===== config.mk =====
export PLATFORM = sky130hd
export DESIGN_NAME = eight_bit_arith_logic_unit
export DESIGN_NICKNAME = d
export VERILOG_FILES = /design/src/verilog/alu_pkg.sv /design/src/verilog/product_unit.sv /design/src/verilog/eight_bit_arith_logic_unit.sv
export SDC_FILE = /design/constraint.sdc
export NUM_CORES = 1
export LEC_CHECK = 0
export ABC_CLOCK_PERIOD_IN_PS = 8300
export BUFFER_PORTS_ARGS = -buffer_cell sky130_fd_sc_hd__buf_4
export CAP_MARGIN = 20
export CORE_MARGIN = 5
export CORE_UTILIZATION = 33
export CTS_BUF_LIST = sky130_fd_sc_hd__clkbuf_8
export DETAILED_ROUTE_END_ITERATION = 8
export SLEW_MARGIN = 10
export SYNTH_ARGS = -nofsm -noshare
export SYNTH_HDL_FRONTEND = slang
export SYNTH_SLANG_ARGS = --single-unit

===== constraint.sdc =====
create_clock -name mclk_i -period 8.3 [get_ports mclk_i]
set_input_delay 2.075 -clock mclk_i [delete_from_list [all_inputs] [get_ports mclk_i]]
set_output_delay 2.075 -clock mclk_i [all_outputs]
set_load 0.01 [all_outputs]

===== src/verilog/alu_pkg.sv =====
// Shared types, operation codes and constants of the 8-bit arithmetic and logic unit
package alu_pkg;

  // Operation selector presented with each request
  typedef enum logic [4:0] {
    OP_REG_SUM,
    OP_REG_SUM_CARRY,
    OP_WORD_SUM_IMMEDIATE,
    OP_REG_DIFFERENCE,
    OP_DIFFERENCE_CONSTANT,
    OP_DIFFERENCE_WITH_BORROW,
    OP_DIFFERENCE_BORROW_CONSTANT,
    OP_WORD_DIFFERENCE_IMMEDIATE,
    OP_CONJUNCTION,
    OP_CONJUNCTION_CONSTANT,
    OP_DISJUNCTION,
    OP_DISJUNCTION_CONSTANT,
    OP_EXCLUSIVE_DISJUNCTION,
    OP_BIT_INVERSION,
    OP_ARITHMETIC_INVERSE,
    OP_MASK_SET_BITS,
    OP_MASK_CLEAR_BITS,
    OP_PLUS_ONE,
    OP_MINUS_ONE,
    OP_ZERO_SIGN_CHECK,
    OP_ZERO_REGISTER,
    OP_ALL_ONES_REGISTER,
    OP_UNSIGNED_PRODUCT,
    OP_SIGNED_PRODUCT,
    OP_MIXED_SIGN_PRODUCT,
    OP_FRACTIONAL_UNSIGNED_PRODUCT,
    OP_FRACTIONAL_SIGNED_PRODUCT,
    OP_FRACTIONAL_MIXED_PRODUCT
  } alu_op_t;

  // Where the core must write the result
  typedef enum logic [1:0] {
    TARGET_NONE,
    TARGET_BYTE,
    TARGET_PAIR,
    TARGET_PRODUCT
  } target_t;

  // Status register image, bit 7 down to bit 0
  typedef struct packed {
    logic i;
    logic t;
    logic h;
    logic s;
    logic v;
    logic n;
    logic z;
    logic c;
  } status_t;

  // One request from the decoder: operands read from the register file
  typedef struct packed {
    alu_op_t op;
    logic [7:0] dst;
    logic [7:0] src;
    logic [7:0] imm;
    logic [15:0] pair;
  } alu_req_t;

  // Byte result with its flags
  typedef struct packed {
    status_t f;
    logic [7:0] r;
  } byte_out_t;

  localparam logic [7:0] ALL_ONES = 8'hFF;
  localparam logic [7:0] ZERO_BYTE = 8'h00;
  localparam logic [7:0] ONE_BYTE = 8'h01;
  localparam logic [7:0] SIGN_MIN = 8'h80;
  localparam logic [7:0] SIGN_MAX = 8'h7F;
  localparam logic [15:0] ZERO_WORD = 16'h0000;
  localparam int FAST_CYCLES = 1;
  localparam int SLOW_CYCLES = 2;

  // Two-cycle operations: word arithmetic and all products
  function automatic logic is_slow(input alu_op_t op);
    return op inside {OP_WORD_SUM_IMMEDIATE, OP_WORD_DIFFERENCE_IMMEDIATE,
      OP_UNSIGNED_PRODUCT, OP_SIGNED_PRODUCT, OP_MIXED_SIGN_PRODUCT,
      OP_FRACTIONAL_UNSIGNED_PRODUCT, OP_FRACTIONAL_SIGNED_PRODUCT,
      OP_FRACTIONAL_MIXED_PRODUCT};
  endfunction

endpackage


===== src/verilog/product_unit.sv =====
// Combinational 8x8 multiplier with signed, unsigned, mixed and fractional forms
`timescale 1ns/100ps
module product_unit
(
  // Operands
  input wire logic [7:0] a_i,
  input wire logic [7:0] b_i,
  // Form of the product
  input wire logic signed_a_i,
  input wire logic signed_b_i,
  input wire logic fractional_i,
  // Result
  output logic [15:0] product_o,
  output logic carry_o
);
  logic signed [17:0] full;
  logic [15:0] raw;

  // Extending to nine bits lets one signed multiplier serve all three sign forms
  always_comb
  begin
    full = $signed({signed_a_i & a_i[7], a_i}) * $signed({signed_b_i & b_i[7], b_i});
    raw = full[15:0];
    carry_o = raw[15]; // Carry is taken before the fractional shift
    product_o = fractional_i ? {raw[14:0], 1'b0} : raw;
  end
endmodule


===== src/verilog/eight_bit_arith_logic_unit.sv =====
// Arithmetic and logic datapath of an 8-bit core, one- and two-cycle operations
`timescale 1ns/100ps
// Behaviour
// - Sum of two registers, optionally plus carry; Z C N V H; one cycle.
// - Word pair plus immediate back to pair; Z C N V S; two cycles.
// - Destination minus constant or register; Z C N V H; one cycle.
// - Destination minus source minus carry, register form; Z C N V H; one cycle.
// - Destination minus constant minus carry; Z C N V H; one cycle.
// - Word pair minus immediate back to pair; Z C N V S; two cycles.
// - Conjunction with register or constant; only Z N V change; one cycle.
// - Disjunction with register or constant; only Z N V change; one cycle.
// - Set bits is disjunction with immediate mask; Z N V; one cycle.
// - Clear bits is conjunction with FF minus immediate; Z N V; one cycle.
// - Test is register conjunction with itself; Z N V; one cycle.
// - Unsigned, signed, mixed products into product pair; Z C; two cycles.
// - Fractional products shifted left one bit into product pair; Z C; two cycles.
module eight_bit_arith_logic_unit
(
  // Clock and reset
  input wire logic mclk_i,
  input wire logic reset_n_i,
  // Request from the decoder
  input wire logic start_i,
  input wire alu_pkg::alu_req_t req_i,
  input wire alu_pkg::status_t flags_i,
  output logic ready_o,
  // Answer to the register file
  output logic done_o,
  output alu_pkg::target_t target_o,
  output logic [15:0] result_o,
  output alu_pkg::status_t flags_o
);
  import alu_pkg::*;

  typedef enum logic {ST_IDLE, ST_SECOND} state_t;

  state_t state_reg;
  alu_req_t req_reg;
  status_t flags_hold_reg;
  logic accept;
  logic finish;
  alu_req_t cur;
  status_t cur_f;
  logic [15:0] res_next;
  status_t flags_next;
  target_t target_next;
  logic [15:0] product;
  logic prod_carry;
  logic prod_signed_a;
  logic prod_signed_b;
  logic prod_frac;

  // Byte add with carry-in
  function automatic byte_out_t sum_byte(input logic [7:0] a, input logic [7:0] b,
    input logic cin, input status_t f);
    logic [8:0] s;
    logic [4:0] lo;
    byte_out_t o;
    s = {1'b0, a} + {1'b0, b} + {8'h00, cin};
    lo = {1'b0, a[3:0]} + {1'b0, b[3:0]} + {4'h0, cin};
    o.r = s[7:0];
    o.f = f;
    o.f.c = s[8];
    o.f.h = lo[4];
    o.f.n = s[7];
    o.f.z = (s[7:0] == ZERO_BYTE);
    o.f.v = (a[7] & b[7] & ~s[7]) | (~a[7] & ~b[7] & s[7]);
    return o;
  endfunction

  // Byte subtract with borrow-in; chained zero keeps multi-byte compares correct
  function automatic byte_out_t diff_byte(input logic [7:0] a, input logic [7:0] b,
    input logic cin, input logic chain, input status_t f);
    logic [8:0] s;
    logic [4:0] lo;
    byte_out_t o;
    s = {1'b0, a} - {1'b0, b} - {8'h00, cin};
    lo = {1'b0, a[3:0]} - {1'b0, b[3:0]} - {4'h0, cin};
    o.r = s[7:0];
    o.f = f;
    o.f.c = s[8];
    o.f.h = lo[4];
    o.f.n = s[7];
    o.f.z = (s[7:0] == ZERO_BYTE) & (~chain | f.z);
    o.f.v = (a[7] & ~b[7] & ~s[7]) | (~a[7] & b[7] & s[7]);
    return o;
  endfunction

  // Logic result: Z and N follow the value, V cleared, C and H untouched
  function automatic byte_out_t logic_byte(input logic [7:0] r, input status_t f);
    byte_out_t o;
    o.r = r;
    o.f = f;
    o.f.z = (r == ZERO_BYTE);
    o.f.n = r[7];
    o.f.v = 1'b0;
    return o;
  endfunction

  // A new request is taken only while nothing is in flight
  assign ready_o = (state_reg == ST_IDLE);
  assign accept = start_i && ready_o;
  assign finish = (accept && !is_slow(req_i.op)) || (state_reg == ST_SECOND);
  assign cur = (state_reg == ST_SECOND) ? req_reg : req_i;
  assign cur_f = (state_reg == ST_SECOND) ? flags_hold_reg : flags_i;

  // Product form decode
  always_comb
  begin
    prod_signed_a = cur.op inside {OP_SIGNED_PRODUCT, OP_MIXED_SIGN_PRODUCT,
      OP_FRACTIONAL_SIGNED_PRODUCT, OP_FRACTIONAL_MIXED_PRODUCT};
    prod_signed_b = cur.op inside {OP_SIGNED_PRODUCT, OP_FRACTIONAL_SIGNED_PRODUCT};
    prod_frac = cur.op inside {OP_FRACTIONAL_UNSIGNED_PRODUCT,
      OP_FRACTIONAL_SIGNED_PRODUCT, OP_FRACTIONAL_MIXED_PRODUCT};
  end

  product_unit u_product
  (
    .a_i(cur.dst),
    .b_i(cur.src),
    .signed_a_i(prod_signed_a),
    .signed_b_i(prod_signed_b),
    .fractional_i(prod_frac),
    .product_o(product),
    .carry_o(prod_carry)
  );

  // Result and flag computation for whichever operation is finishing
  always_comb
  begin
    byte_out_t bo;
    logic [15:0] w;
    bo = '{f: cur_f, r: cur.dst};
    w = ZERO_WORD;
    res_next = ZERO_WORD;
    flags_next = cur_f;
    target_next = TARGET_BYTE;
    unique case (cur.op)
      OP_REG_SUM: bo = sum_byte(cur.dst, cur.src, 1'b0, cur_f);
      OP_REG_SUM_CARRY: bo = sum_byte(cur.dst, cur.src, cur_f.c, cur_f);
      OP_REG_DIFFERENCE: bo = diff_byte(cur.dst, cur.src, 1'b0, 1'b0, cur_f);
      OP_DIFFERENCE_CONSTANT: bo = diff_byte(cur.dst, cur.imm, 1'b0, 1'b0, cur_f);
      OP_DIFFERENCE_WITH_BORROW: bo = diff_byte(cur.dst, cur.src, cur_f.c, 1'b1, cur_f);
      OP_DIFFERENCE_BORROW_CONSTANT:
        bo = diff_byte(cur.dst, cur.imm, cur_f.c, 1'b1, cur_f);
      OP_CONJUNCTION: bo = logic_byte(cur.dst & cur.src, cur_f);
      OP_CONJUNCTION_CONSTANT: bo = logic_byte(cur.dst & cur.imm, cur_f);
      OP_DISJUNCTION: bo = logic_byte(cur.dst | cur.src, cur_f);
      OP_DISJUNCTION_CONSTANT: bo = logic_byte(cur.dst | cur.imm, cur_f);
      OP_MASK_SET_BITS: bo = logic_byte(cur.dst | cur.imm, cur_f);
      OP_MASK_CLEAR_BITS: bo = logic_byte(cur.dst & (ALL_ONES - cur.imm), cur_f);
      OP_ZERO_SIGN_CHECK: bo = logic_byte(cur.dst & cur.dst, cur_f);
      OP_EXCLUSIVE_DISJUNCTION: bo = logic_byte(cur.dst ^ cur.src, cur_f);
      OP_BIT_INVERSION:
      begin
        bo = logic_byte(ALL_ONES - cur.dst, cur_f);
        bo.f.c = 1'b1;
      end
      OP_ARITHMETIC_INVERSE: bo = diff_byte(ZERO_BYTE, cur.dst, 1'b0, 1'b0, cur_f);
      OP_PLUS_ONE:
      begin
        bo = logic_byte(cur.dst + ONE_BYTE, cur_f);
        bo.f.v = (cur.dst == SIGN_MAX);
      end
      OP_MINUS_ONE:
      begin
        bo = logic_byte(cur.dst - ONE_BYTE, cur_f);
        bo.f.v = (cur.dst == SIGN_MIN);
      end
      OP_ZERO_REGISTER: bo = logic_byte(ZERO_BYTE, cur_f);
      OP_ALL_ONES_REGISTER: bo = '{f: cur_f, r: ALL_ONES};
      OP_WORD_SUM_IMMEDIATE, OP_WORD_DIFFERENCE_IMMEDIATE:
      begin
        target_next = TARGET_PAIR;
        if (cur.op == OP_WORD_SUM_IMMEDIATE)
        begin
          w = cur.pair + {8'h00, cur.imm};
          flags_next.v = ~cur.pair[15] & w[15];
          flags_next.c = ~w[15] & cur.pair[15];
        end
        else
        begin
          w = cur.pair - {8'h00, cur.imm};
          flags_next.v = cur.pair[15] & ~w[15];
          flags_next.c = w[15] & ~cur.pair[15];
        end
        flags_next.n = w[15];
        flags_next.z = (w == ZERO_WORD);
        flags_next.s = w[15] ^ flags_next.v;
      end
      default:
      begin
        // Every product form shares this path
        target_next = TARGET_PRODUCT;
        w = product;
        flags_next.c = prod_carry;
        flags_next.z = (product == ZERO_WORD);
      end
    endcase
    if (target_next == TARGET_BYTE)
    begin
      res_next = {ZERO_BYTE, bo.r};
      flags_next = bo.f;
    end
    else
    begin
      res_next = w;
    end
  end

  // Sequencing: slow operations spend one extra cycle in the second state
  always_ff @(posedge mclk_i or negedge reset_n_i)
  begin
    if (!reset_n_i)
      state_reg <= ST_IDLE;
    else if (accept && is_slow(req_i.op))
      state_reg <= ST_SECOND;
    else
      state_reg <= ST_IDLE;
  end

  // Operands are held so the core may move on to fetch during the second cycle
  always_ff @(posedge mclk_i or negedge reset_n_i)
  begin
    if (!reset_n_i)
    begin
      req_reg <= '0;
      flags_hold_reg <= '0;
    end
    else if (accept)
    begin
      req_reg <= req_i;
      flags_hold_reg <= flags_i;
    end
  end

  // Registered answer; result and flags stand until the next answer
  always_ff @(posedge mclk_i or negedge reset_n_i)
  begin
    if (!reset_n_i)
    begin
      done_o <= 1'b0;
      result_o <= ZERO_WORD;
      flags_o <= '0;
      target_o <= TARGET_NONE;
    end
    else
    begin
      done_o <= finish;
      if (finish)
      begin
        result_o <= res_next;
        flags_o <= flags_next;
        target_o <= target_next;
      end
    end
  end
endmodule


Word-level counts from Yosys, hierarchy flattened
Cells that the tools add are included.
- register bits after elaboration: 81
- output and inout port bits: 28
- bits of input ports: 56
- word-level logic and storage cells: 185
- $add $sub $neg: 20
- muxes and demuxes: 16
- bitwise operators: 54
- multipliers: 1
- reduce and logical (&&, ||, !) cells: 32
- eq/ne operators: 37
- operators by type and width (operator ; number):
    $pmux 14 s19 ; 1
    $logic_not 8->1 ; 17
    $eq 5x5->1 const B ; 17
    $mux 16 ; 4
    $mux 45 ; 1
    $eq 5x4->1 const B ; 8
    $and 8x8->8 ; 4
    $logic_not 16->1 ; 2
    $pmux 16 s2 ; 1
    $and 1x1->1 ; 27
    $eq 5x3->1 const B ; 5
    $reduce_or 20->1 ; 1
    $sub 8x8->9 ; 2
    $sub 9x1->9 ; 2
    $add 16x8->16 ; 1
    $mul 9x9->16 ; 1
    $or 8x8->8 ; 2
    $sub 16x8->16 ; 1
    $sub 8x8->8 const A ; 2
    $eq 5x2->1 const B ; 3
    $not 1->1 ; 13
    $sub 4x4->5 ; 2
    $sub 5x1->5 ; 2
    $add 8x8->9 ; 1
    other kinds (28) ; 40

Longest topological paths before layout
Gate-level depths: netlist of run 1.
- depth after elaboration: 9
- mapped depth: 30
- gate-level depth less buffers: 24

By module
A second synthesis of run 1 with hierarchy kept.
- cell total of the unflattened synthesis: 1478
- area, all modules: 12665.9 sq um
- by module, submodules not included (module ; times used ; cells an instance ; area each (sq um)):
    eight_bit_arith_logic_unit ; 1 ; 1149 ; 9760.6
    product_unit ; 1 ; 329 ; 2905.3

Worst setup path before layout of run 1
No wires, ideal clock.
- path kind: input port to flip-flop
- from: in req_i[42] (netlist bit)
- to: reg result_o[15]
- arrival time: 8.009 ns
- setup time: 0.065 ns
- buffers on the path: 2
- slack: 0.227 ns
- stages: 22
- cells stage by stage: clkbuf_1 -> or3b_2 -> a22o_1 -> a211o_1 -> buf_6 -> nor2_1 -> fa_1 -> fa_1 -> fa_1 -> inv_1 -> fa_1 -> fa_1 -> inv_1 -> ha_1 -> nand3_1 -> o211ai_1 -> o41ai_1 -> o21ai_0 -> xnor2_1 -> mux2i_1 -> a2111oi_0 -> a21o_1
- cells in the longest elaborated chain, start to end: 8
- elaborated cells on any way between the ends: 55
- classes of those cells: 1 x mul; 35 x eq/ne; 7 x mux; 2 x bitwise; 10 x reduce/logical
- RTL lines (what ; RTL line ; text):
    start, declared ; eight_bit_arith_logic_unit.sv:24 ; input wire alu_pkg::alu_req_t req_i,
    $mux 45 ; eight_bit_arith_logic_unit.sv:104 ; assign cur = (state_reg == ST_SECOND) ? req_reg : req_i;
    $eq 5x5->1, on equally long branches ; eight_bit_arith_logic_unit.sv:110, eight_bit_arith_logic_unit.sv:112, eight_bit_arith_logic_unit.sv:113 ;
    $reduce_bool 4->1 / $reduce_bool 2->1 (equally long branches) ; eight_bit_arith_logic_unit.sv:110, eight_bit_arith_logic_unit.sv:112 ;
    $and 1x1->1 ; product_unit.sv:22 ; full = $signed({signed_a_i & a_i[7], a_i}) * $signed({signed_b_i & b_i[7], b_i});
    $mul 9x9->16 ; product_unit.sv:22 ;
    $mux 16 ; product_unit.sv:25 ; product_o = fractional_i ? {raw[14:0], 1'b0} : raw;
    $pmux 16 s2 ; eight_bit_arith_logic_unit.sv:138 ; unique case (cur.op)
    $mux 16 ; eight_bit_arith_logic_unit.sv:200 ; if (target_next == TARGET_BYTE)
    end signal, assigned ; eight_bit_arith_logic_unit.sv:252 ; result_o <= res_next;
    end, declared ; eight_bit_arith_logic_unit.sv:30 ; output logic [15:0] result_o,
Parallel ways exist; a longest one is shown, timed or not. The select of a mux whose other input is x is not followed.
A chain may end at the register's enable or synchronous reset.

Worst setup path after layout of run 1
Ends and elaborated chain as after synthesis.

==> results.txt, run 1 <==
Rows -> 70
Netlist Area Pre-Place -> 0.01234 sq mm
sequential area share after synthesis -> 16.42%
Final Max Slew Viols -> 0
Finished Core Util -> 37.48%
PortBufs -> 83
Num Clock Sinks -> 81
postcts setup bufs -> 0
number of CTS-inserted buffers -> 9
Multi-input gate area -> 0.009430 sq mm
largest family of logic cells by synthesized area -> adder cells
Leakage -> 6.064 nW
post-CTS resize count -> 0
RSZ-0062 raised after global routing -> no
WL per Instance -> 23.65 um
Netlist cell types -> 97
post-route setup slack -> 547.8 ps
proportion of synthesized area in mux cells -> 11.13%
CP peak stage delay -> 550 ps
Core Area -> 0.03679 sq mm
Worst EP arrival -> 8130 ps
Mapped Cells -> 1453
gr usage total -> 22.50%
Initial Util -> 33.55%
Die ar. -> 0.04137 sq mm
Synth area leaders -> dfrtp_1 16%, ha_1 12%, fa_1 11%
commonest cells in the netlist -> 178 x nor2_1, 137 x inv_1, 117 x ha_1
max reg flops -> 45
first-pass GRT wire length -> 71890 um
fillers -> 3822
FF+latch area -> 0.002031 sq mm
Final Skew -> 40.01 ps
Post-CTS Hold Buffers -> 0
worst path cell trace -> buf_4 -> buf_4 -> nor3b_2 -> o22ai_1 -> a211o_1 -> nor2_1 -> fa_1 -> fa_1 -> fa_1 -> inv_1 -> fa_1 -> fa_1 -> inv_1 -> ha_1 -> nand3_1 -> o211ai_1 -> o41ai_1 -> o21ai_0 -> xnor2_1 -> mux2i_1 -> a2111oi_0 -> a21o_1
Cell Count, Final, Fillers Out -> 2003
largest net degree at the start of global routing -> 65
XOR/XNOR share of the synthesized area -> 5.738%
Tightest Pin Transition -> 1016 ps
headroom to the max-slew limit -> 30.51%
number of global-route vias before repair -> 11650
Crit. End Element -> flop
Synth Area in Compound Gates -> 16.88%
Fmax -> 0.1290 GHz
Main synth FF type -> dfrtp_1
CTS tree -> built
WP data required -> 8680 ps
Final HPWL DP -> 37930 um
Die X -> 203.4 um
DRC viols -> 0
max-cap violation count -> 0
Synth Area in Simple Gates -> 19.67%
share of cells above drive strength 1 -> 16.81%
post-synth top area share -> 16.42%
GPL Wtd Cong -> 1.076
vias per cell -> 5.862
ANT nets after route -> 0
placed cells -> 1987
DP Worst Slack -> 100.0 ps
Via Count -> 11740
Tcrit/Tclk final -> 93.40%
# setup viols final -> 0
leading area contributor after synthesis -> dfrtp_1
clock tree buffer depth -> 2
WP buf/inv -> 4
Post-synth ARST share -> 100.0%
final hold vios -> 0
delay-heaviest family, CP -> adder cells
nets@finish -> 1771
Synth warnings -> 0
critical path's slowest cell -> fa_1
pwr dens -> 209.7 mW/mm^2
peak supply drop -> 178.5 uV
crit path kind -> in2reg
critical path launch point type -> input pin
antenna violations before repair -> 0
Post-Synth Adder-Cell Area -> 22.89%
min cycle time layout -> 7752 ps
#FFs+latches synth -> 81
EDFF count, synth -> 0
total grt overflow -> 0
Die Ht -> 203.4 um
top-count cell post-synth -> nor2_1
IO Pins -> 84
iteration count of the initial detailed-routing pass -> 7
total negative slack -> 0 ps
synth-to-layout area growth -> 11.72%
initial drt markers -> 1061
routed wire length -> 47370 um
most used cell, CP -> fa_1
H-Tree Depth -> 3
HP Class -> reg2reg
Antenna Cells -> 0
status -> complete, no violations
root buf cell -> clkbuf_8
Avg Inst Size Synth -> 8.494 sq um
Skew-Pair Late Insertion Delay -> 460 ps
final hold slack -> 493.6 ps
CP max FO -> 10
Clk pin slew, worst setup/hold paths -> 100 ps
Syn Nets -> 1694
worst paths after layout:
path                                          startpoint                       end  slack (ps)  cells after the start
hold / removal             flags_hold_reg[7]$_DFFE_PN0P_    flags_o[7]$_DFFE_PN0P_         490                      2
min in group asynchronous                      reset_n_i   req_reg[31]$_DFFE_PN0P_        1580                      1
hold reg to reg            flags_hold_reg[7]$_DFFE_PN0P_    flags_o[7]$_DFFE_PN0P_         490                      2
setup reg to reg                     state_reg$_DFF_PN0_  result_o[15]$_DFFE_PN0P_        1240                     20
setup / recovery                               req_i[42]  result_o[15]$_DFFE_PN0P_         550                     22
max in group asynchronous                      reset_n_i    req_reg[4]$_DFFE_PN0P_        5630                      2
final cells by class:
| cell class | count | area share, % |
|---|---|---|
| multi-input combinational | 1162 | 68.39 |
| sequential | 81 | 14.73 |
| timing repair buffer | 134 | 7.296 |
| tap | 468 | 4.247 |
| inverter | 142 | 3.866 |
| clock buffer | 9 | 0.8984 |
| clock inverter | 7 | 0.5717 |
worst register-to-register path, delay by kind of cell, from the launching register on:
family / cells / cell delay (ps)
fa+ha+maj: 6 / 2880
compound gates: 7 / 1960
flops: 1 / 970
simple gates: 3 / 740
xor+xnor: 1 / 210
mux: 1 / 120
buf+inv: 2 / 110
layout by cell type, fill, tap and decap left out, types with 11 or more instances in the layout:
cell	instances
a21oi_1	51
a221oi_1	17
a31oi_1	11
buf_4	134
dfrtp_1	80
fa_1	68
ha_1	117
inv_1	137
mux2_2	65
mux2i_1	54
nand2_1	84
nand3_1	25
nand4_1	30
nor2_1	178
nor2b_1	13
nor3_1	43
nor3b_1	16
nor4_1	16
o21ai_0	46
o22ai_1	20
xnor2_1	54
xor2_1	25
power by group:
group | switching, W | internal [W] | total [W]
Combinational | 0.00120 | 0.000809 | 0.00201
Clock | 0.000215 | 0.000121 | 0.000337
Sequential | 0.0000719 | 0.000473 | 0.000545
Total | 0.00149 | 0.00140 | 0.00289
layer usage:
metal / up-vias / part of all wire (%) / GRT usage, %
li1: 5333 / - / -
met5: - / 0 / 0
met4: 0 / 4.8 / 9.757
met2: 560 / 44 / 34.63
met3: 116 / 7.5 / 3.800
met1: 5732 / 44 / 31.16
through the flow:
stage	power, W	instance area (sq um)
after floorplan	0.001913	12340
after global placement	0.002517	13590
after detailed placement	0.002530	13590
after CTS	0.002892	13790
after global routing	0.003162	13790
final	0.002891	13790
cell families (layout without fill, tap and decap cells):
family                     count (synthesis)  after routing
muxes                                    126            126
and+or+nand+nor                          483            483
xor gates and xnor gates                  80             80
DFF                                       81             81
adders and majority gates                185            185
buffers and inverters                    210            292
AOI/OAI and AO/OA                        288            288
No activity file was read; power rests on OpenSTA's default activity.
==> inputs of run 2 (changes only) <==
--- a/config.mk
+++ b/config.mk
@@ -12,7 +12,9 @@
 export CORE_UTILIZATION = 33
 export CTS_BUF_LIST = sky130_fd_sc_hd__clkbuf_8
 export DETAILED_ROUTE_END_ITERATION = 8
+export GPL_TIMING_DRIVEN = 0
 export SLEW_MARGIN = 10
 export SYNTH_ARGS = -nofsm -noshare
 export SYNTH_HDL_FRONTEND = slang
+export SYNTH_HIERARCHICAL = 1
 export SYNTH_SLANG_ARGS = --single-unit
==> run 2 against run 1 <==
Compared with the run above: wire length grew 11%; critical path depth rose by 6; cell count is 5.8% higher; via count increased by 5.1%; critical path type unchanged; critical endpoint is now flags_o[1]$_DFFE_PN0P_.
==> results.txt, run 2 <==
status -> complete, no violations (unchanged)
Crit. End Element -> flop (unchanged)
R2R setup slack -> 340 ps (was 1240 ps)
Die ar. -> 0.04240 sq mm (was 0.04137 sq mm)
Int Pwr -> 0.001614 W (was 0.001403 W)
synth-to-layout area growth -> 16.26% (was 11.72%)
Tightest Pin Transition -> 1298 ps (was 1016 ps)
Final Skew -> 22.10 ps (was 40.01 ps)
Leakage -> 6.207 nW (was 6.064 nW)
share of cells above drive strength 1 -> 20.01% (was 16.81%)
gr usage total -> 24.62% (was 22.50%)
clock tree buffer depth -> 2 (unchanged)
leading area contributor after synthesis -> dfrtp_1 (unchanged)
Fmax -> 0.1238 GHz (was 0.1290 GHz)
share of power burned in the clock network -> 12.2% (was 11.6%)
largest net degree at the start of global routing -> 82 (was 65)
Post-synth ARST share -> 100.0% (unchanged)
Worst EP arrival -> 8410 ps (was 8130 ps)
PortBufs -> 81 (was 83)
Clk pin slew, worst setup/hold paths -> 90 ps (was 100 ps)
termination of the worst setup path -> flags_o[1]$_DFFE_PN0P_ (was result_o[15]$_DFFE_PN0P_)
fillers -> 3883 (was 3822)
H-Tree Depth -> 3 (unchanged)
vias per cell -> 5.818 (was 5.862)
initial drt markers -> 1186 (was 1061)
Core Area -> 0.03776 sq mm (was 0.03679 sq mm)
ANT nets after route -> 0 (unchanged)
Syn Nets -> 1719 (was 1694)
DP Worst Slack -> -1645 ps (was 100.0 ps)
Skew-Pair Late Insertion Delay -> 420 ps (was 460 ps)
depth of the most critical reg-to-reg path -> 32 (was 20)
WP data required -> 8630 ps (was 8680 ps)
# setup viols final -> 0 (unchanged)
Rows -> 71 (was 70)
sequential area share after synthesis -> 16.00% (was 16.42%)
total grt overflow -> 0 (unchanged)
Netlist cell types -> 100 (was 97)
pwr dens -> 215.4 mW/mm^2 (was 209.7 mW/mm^2)
EDFF count, synth -> 0 (unchanged)
Netlist Area Pre-Place -> 0.01267 sq mm (was 0.01234 sq mm)
peak supply drop -> 118.0 uV (was 178.5 uV)
CP max FO -> 5 (was 10)
Synth area leaders -> dfrtp_1 16%, ha_1 12%, fa_1 11% (unchanged)
Finished Core Util -> 39.00% (was 37.48%)
crit path kind -> in2reg (unchanged)
GPL Wtd Cong -> 1.029 (was 1.076)
reg2reg end -> flags_o[1]$_DFFE_PN0P_ (was result_o[15]$_DFFE_PN0P_)
Power Total -> 0.003172 W (was 0.002891 W)
nets@finish -> 1846 (was 1771)
hold path start -> result_o[8]$_DFFE_PN0P_ (was flags_hold_reg[7]$_DFFE_PN0P_)
first-pass GRT wire length -> 77980 um (was 71890 um)
Comb power frac -> 71.1% (was 69.5%)
P_sw -> 0.001558 W (was 0.001488 W)
most frequent cells in the layout -> 121 x buf_4, 117 x inv_1, 114 x ha_1 (was 178 x nor2_1, 137 x inv_1, 134 x buf_4)
headroom to the max-slew limit -> 13.49% (was 30.51%)
top-count cell post-synth -> inv_1 (was nor2_1)
commonest cells in the netlist -> 132 x inv_1, 117 x ha_1, 116 x nand2_1 (was 178 x nor2_1, 137 x inv_1, 117 x ha_1)
Num Clock Sinks -> 81 (unchanged)
number of CTS-inserted buffers -> 9 (unchanged)
Via Count -> 12340 (was 11740)
Crit. Startpoint -> req_i[43] (was req_i[42])
post-synth top area share -> 16.00% (was 16.42%)
hold path depth -> 2 (unchanged)
Final Max Slew Viols -> 0 (unchanged)
IO Pins -> 84 (unchanged)
Antenna Cells -> 0 (unchanged)
min cycle time layout -> 8079 ps (was 7752 ps)
Die X -> 205.9 um (was 203.4 um)
max reg flops -> 45 (unchanged)
switch share -> 49.12% (was 51.48%)
WL per Instance -> 24.86 um (was 23.65 um)
critical path launch point type -> input pin (unchanged)
DRC viols -> 0 (unchanged)
max-cap violation count -> 0 (unchanged)
CTS tree -> built (unchanged)
post-route setup slack -> 221.4 ps (was 547.8 ps)
origin of the critical flop-to-flop path -> state_reg$_DFF_PN0_ (unchanged)
Final HPWL DP -> 41760 um (was 37930 um)
final hold vios -> 0 (unchanged)
Synth warnings -> 6 (was 0)
Flop pwr share -> 16.7% (was 18.8%)
HP Class -> reg2reg (unchanged)
Main synth FF type -> dfrtp_1 (unchanged)
Initial Util -> 33.55% (about the same)
Tcrit/Tclk final -> 97.33% (was 93.40%)
#FFs+latches synth -> 81 (unchanged)
routed wire length -> 52710 um (was 47370 um)
Avg Inst Size Synth -> 8.570 sq um (was 8.494 sq um)
iteration count of the initial detailed-routing pass -> 5 (was 7)
number of global-route vias before repair -> 12220 (was 11650)
Mapped Cells -> 1478 (was 1453)
root buf cell -> clkbuf_8 (unchanged)
antenna violations before repair -> 0 (unchanged)
commonest non-fill, non-tap cell in the layout -> buf_4 (was nor2_1)
Die Ht -> 205.9 um (was 203.4 um)
==> run 2: changes by cell type in the layout (fill, tap and decap cells not counted), sizes merged, moves of 9 or more <==
cell    change
inv        -16
and2       +40
nand4      -14
o21ai       +9
mux2       +12
nor3        -9
clkbuf     +45
a22oi       +9
nand2      +31
nor2       -77
==> run 2: layout make-up <==
| type | count | area [sq um] | share of cell area [%] |
|---|---|---|---|
| Multi-Input combinational cell | 1192 | 9997 | 67.89 |
| Sequential cell | 81 | 2027 | 13.76 |
| Timing Repair Buffer | 120 | 925.9 | 6.288 |
| Tap cell | 511 | 639.4 | 4.342 |
| Inverter | 134 | 533.0 | 3.620 |
| Buffer | 67 | 362.8 | 2.464 |
| Clock buffer | 9 | 123.9 | 0.8412 |
| Clock inverter | 6 | 116.4 | 0.7902 |
==> run 2: kinds of logic (layout without fill, tap and decap cells) <==
group	after synthesis	count (layout)	synth area share [%]
simple gates	486	486	20.87
buf+inv	205	336	6.836
fa+ha+maj	185	185	22.31
xor+xnor	79	79	5.463
compound gates	312	312	17.40
mux	130	130	11.12
flops	81	81	16.00
==> run 2: how the worst min path moves through the flow <==
| stage | endpoint | slack [ps] |
|---|---|---|
| floorplan | flags_o[6]$_DFFE_PN0P_ | 450 |
| CTS | flags_o[6]$_DFFE_PN0P_ | 510 |
| global placement | flags_o[7]$_DFFE_PN0P_ | 460 |
| finish | result_o[8]$_DFFE_PN0P_ | 490 |
| global route | flags_o[4]$_DFFE_PN0P_ | 520 |
| detailed placement | result_o[8]$_DFFE_PN0P_ | 490 |
==> run 2: metrics by stage <==
step | area (sq um) | instances | hold WS, ps | TNS, ps
4_1_cts | 14520 | 2110 | 507.2 | 0
2_1_floorplan | 12670 | 1478 | 447.6 | 0
3_5_place_dp | 13960 | 2074 | 485.2 | -9498
6_report | 14730 | 2120 | 493.3 | 0
5_1_grt | 14730 | 2120 | 524.2 | -33.01
3_3_place_gp | 13910 | 2070 | 464.5 | -10680
==> run 2: critical path: stages <==
cell,delay (ps)
buf_4,120
or3b_4,400
nand2_4,110
a21oi_2,80
nor3_4,340
and2_4,230
buf_4,120
nand2_1,70
fa_1,530
buf_4,160
fa_1,480
inv_1,60
fa_1,570
fa_1,430
ha_1,290
ha_1,360
nor3_1,80
nor2_1,230
buf_4,170
o22ai_4,70
o21ai_2,170
xor2_2,240
mux2i_1,140
nor4_1,290
nand4_1,130
o211ai_1,220
a31oi_1,80
nor3_1,180
==> run 2: power by group through the flow <==
stage	Clock, W	Sequential, W	Combinational, W
after global routing	0.000415	0.000538	0.00245
after detailed placement	0	0.000535	0.00201
after CTS	0.000398	0.000528	0.00215
after global placement	0	0.000531	0.00199
after floorplan	0	0.000537	0.00136
final	0.000386	0.000530	0.00226
==> run 2: repair_timing <==
item | 4_1_cts | 5_1_grt
endpoints found under the setup margin | 10 | 1
pin swaps | 5 | 12
hold buffers | 0 | 0
cloned | 0 | 0
gates resized for setup | 41 | 29
setup buffers | 24 | 10
hold endpoints to repair | 0 | 0
==> run 2: routing by layer <==
| metal | wire (um) | GRT usage [%] | up-vias |
|---|---|---|---|
| met1 | 22780 | 33.94 | 6124 |
| met3 | 4119 | 4.252 | 104 |
| li1 | - | - | 5582 |
| met2 | 23690 | 38.80 | 525 |
| met4 | 2120 | 9.221 | 0 |
| met5 | 0 | 0 | - |
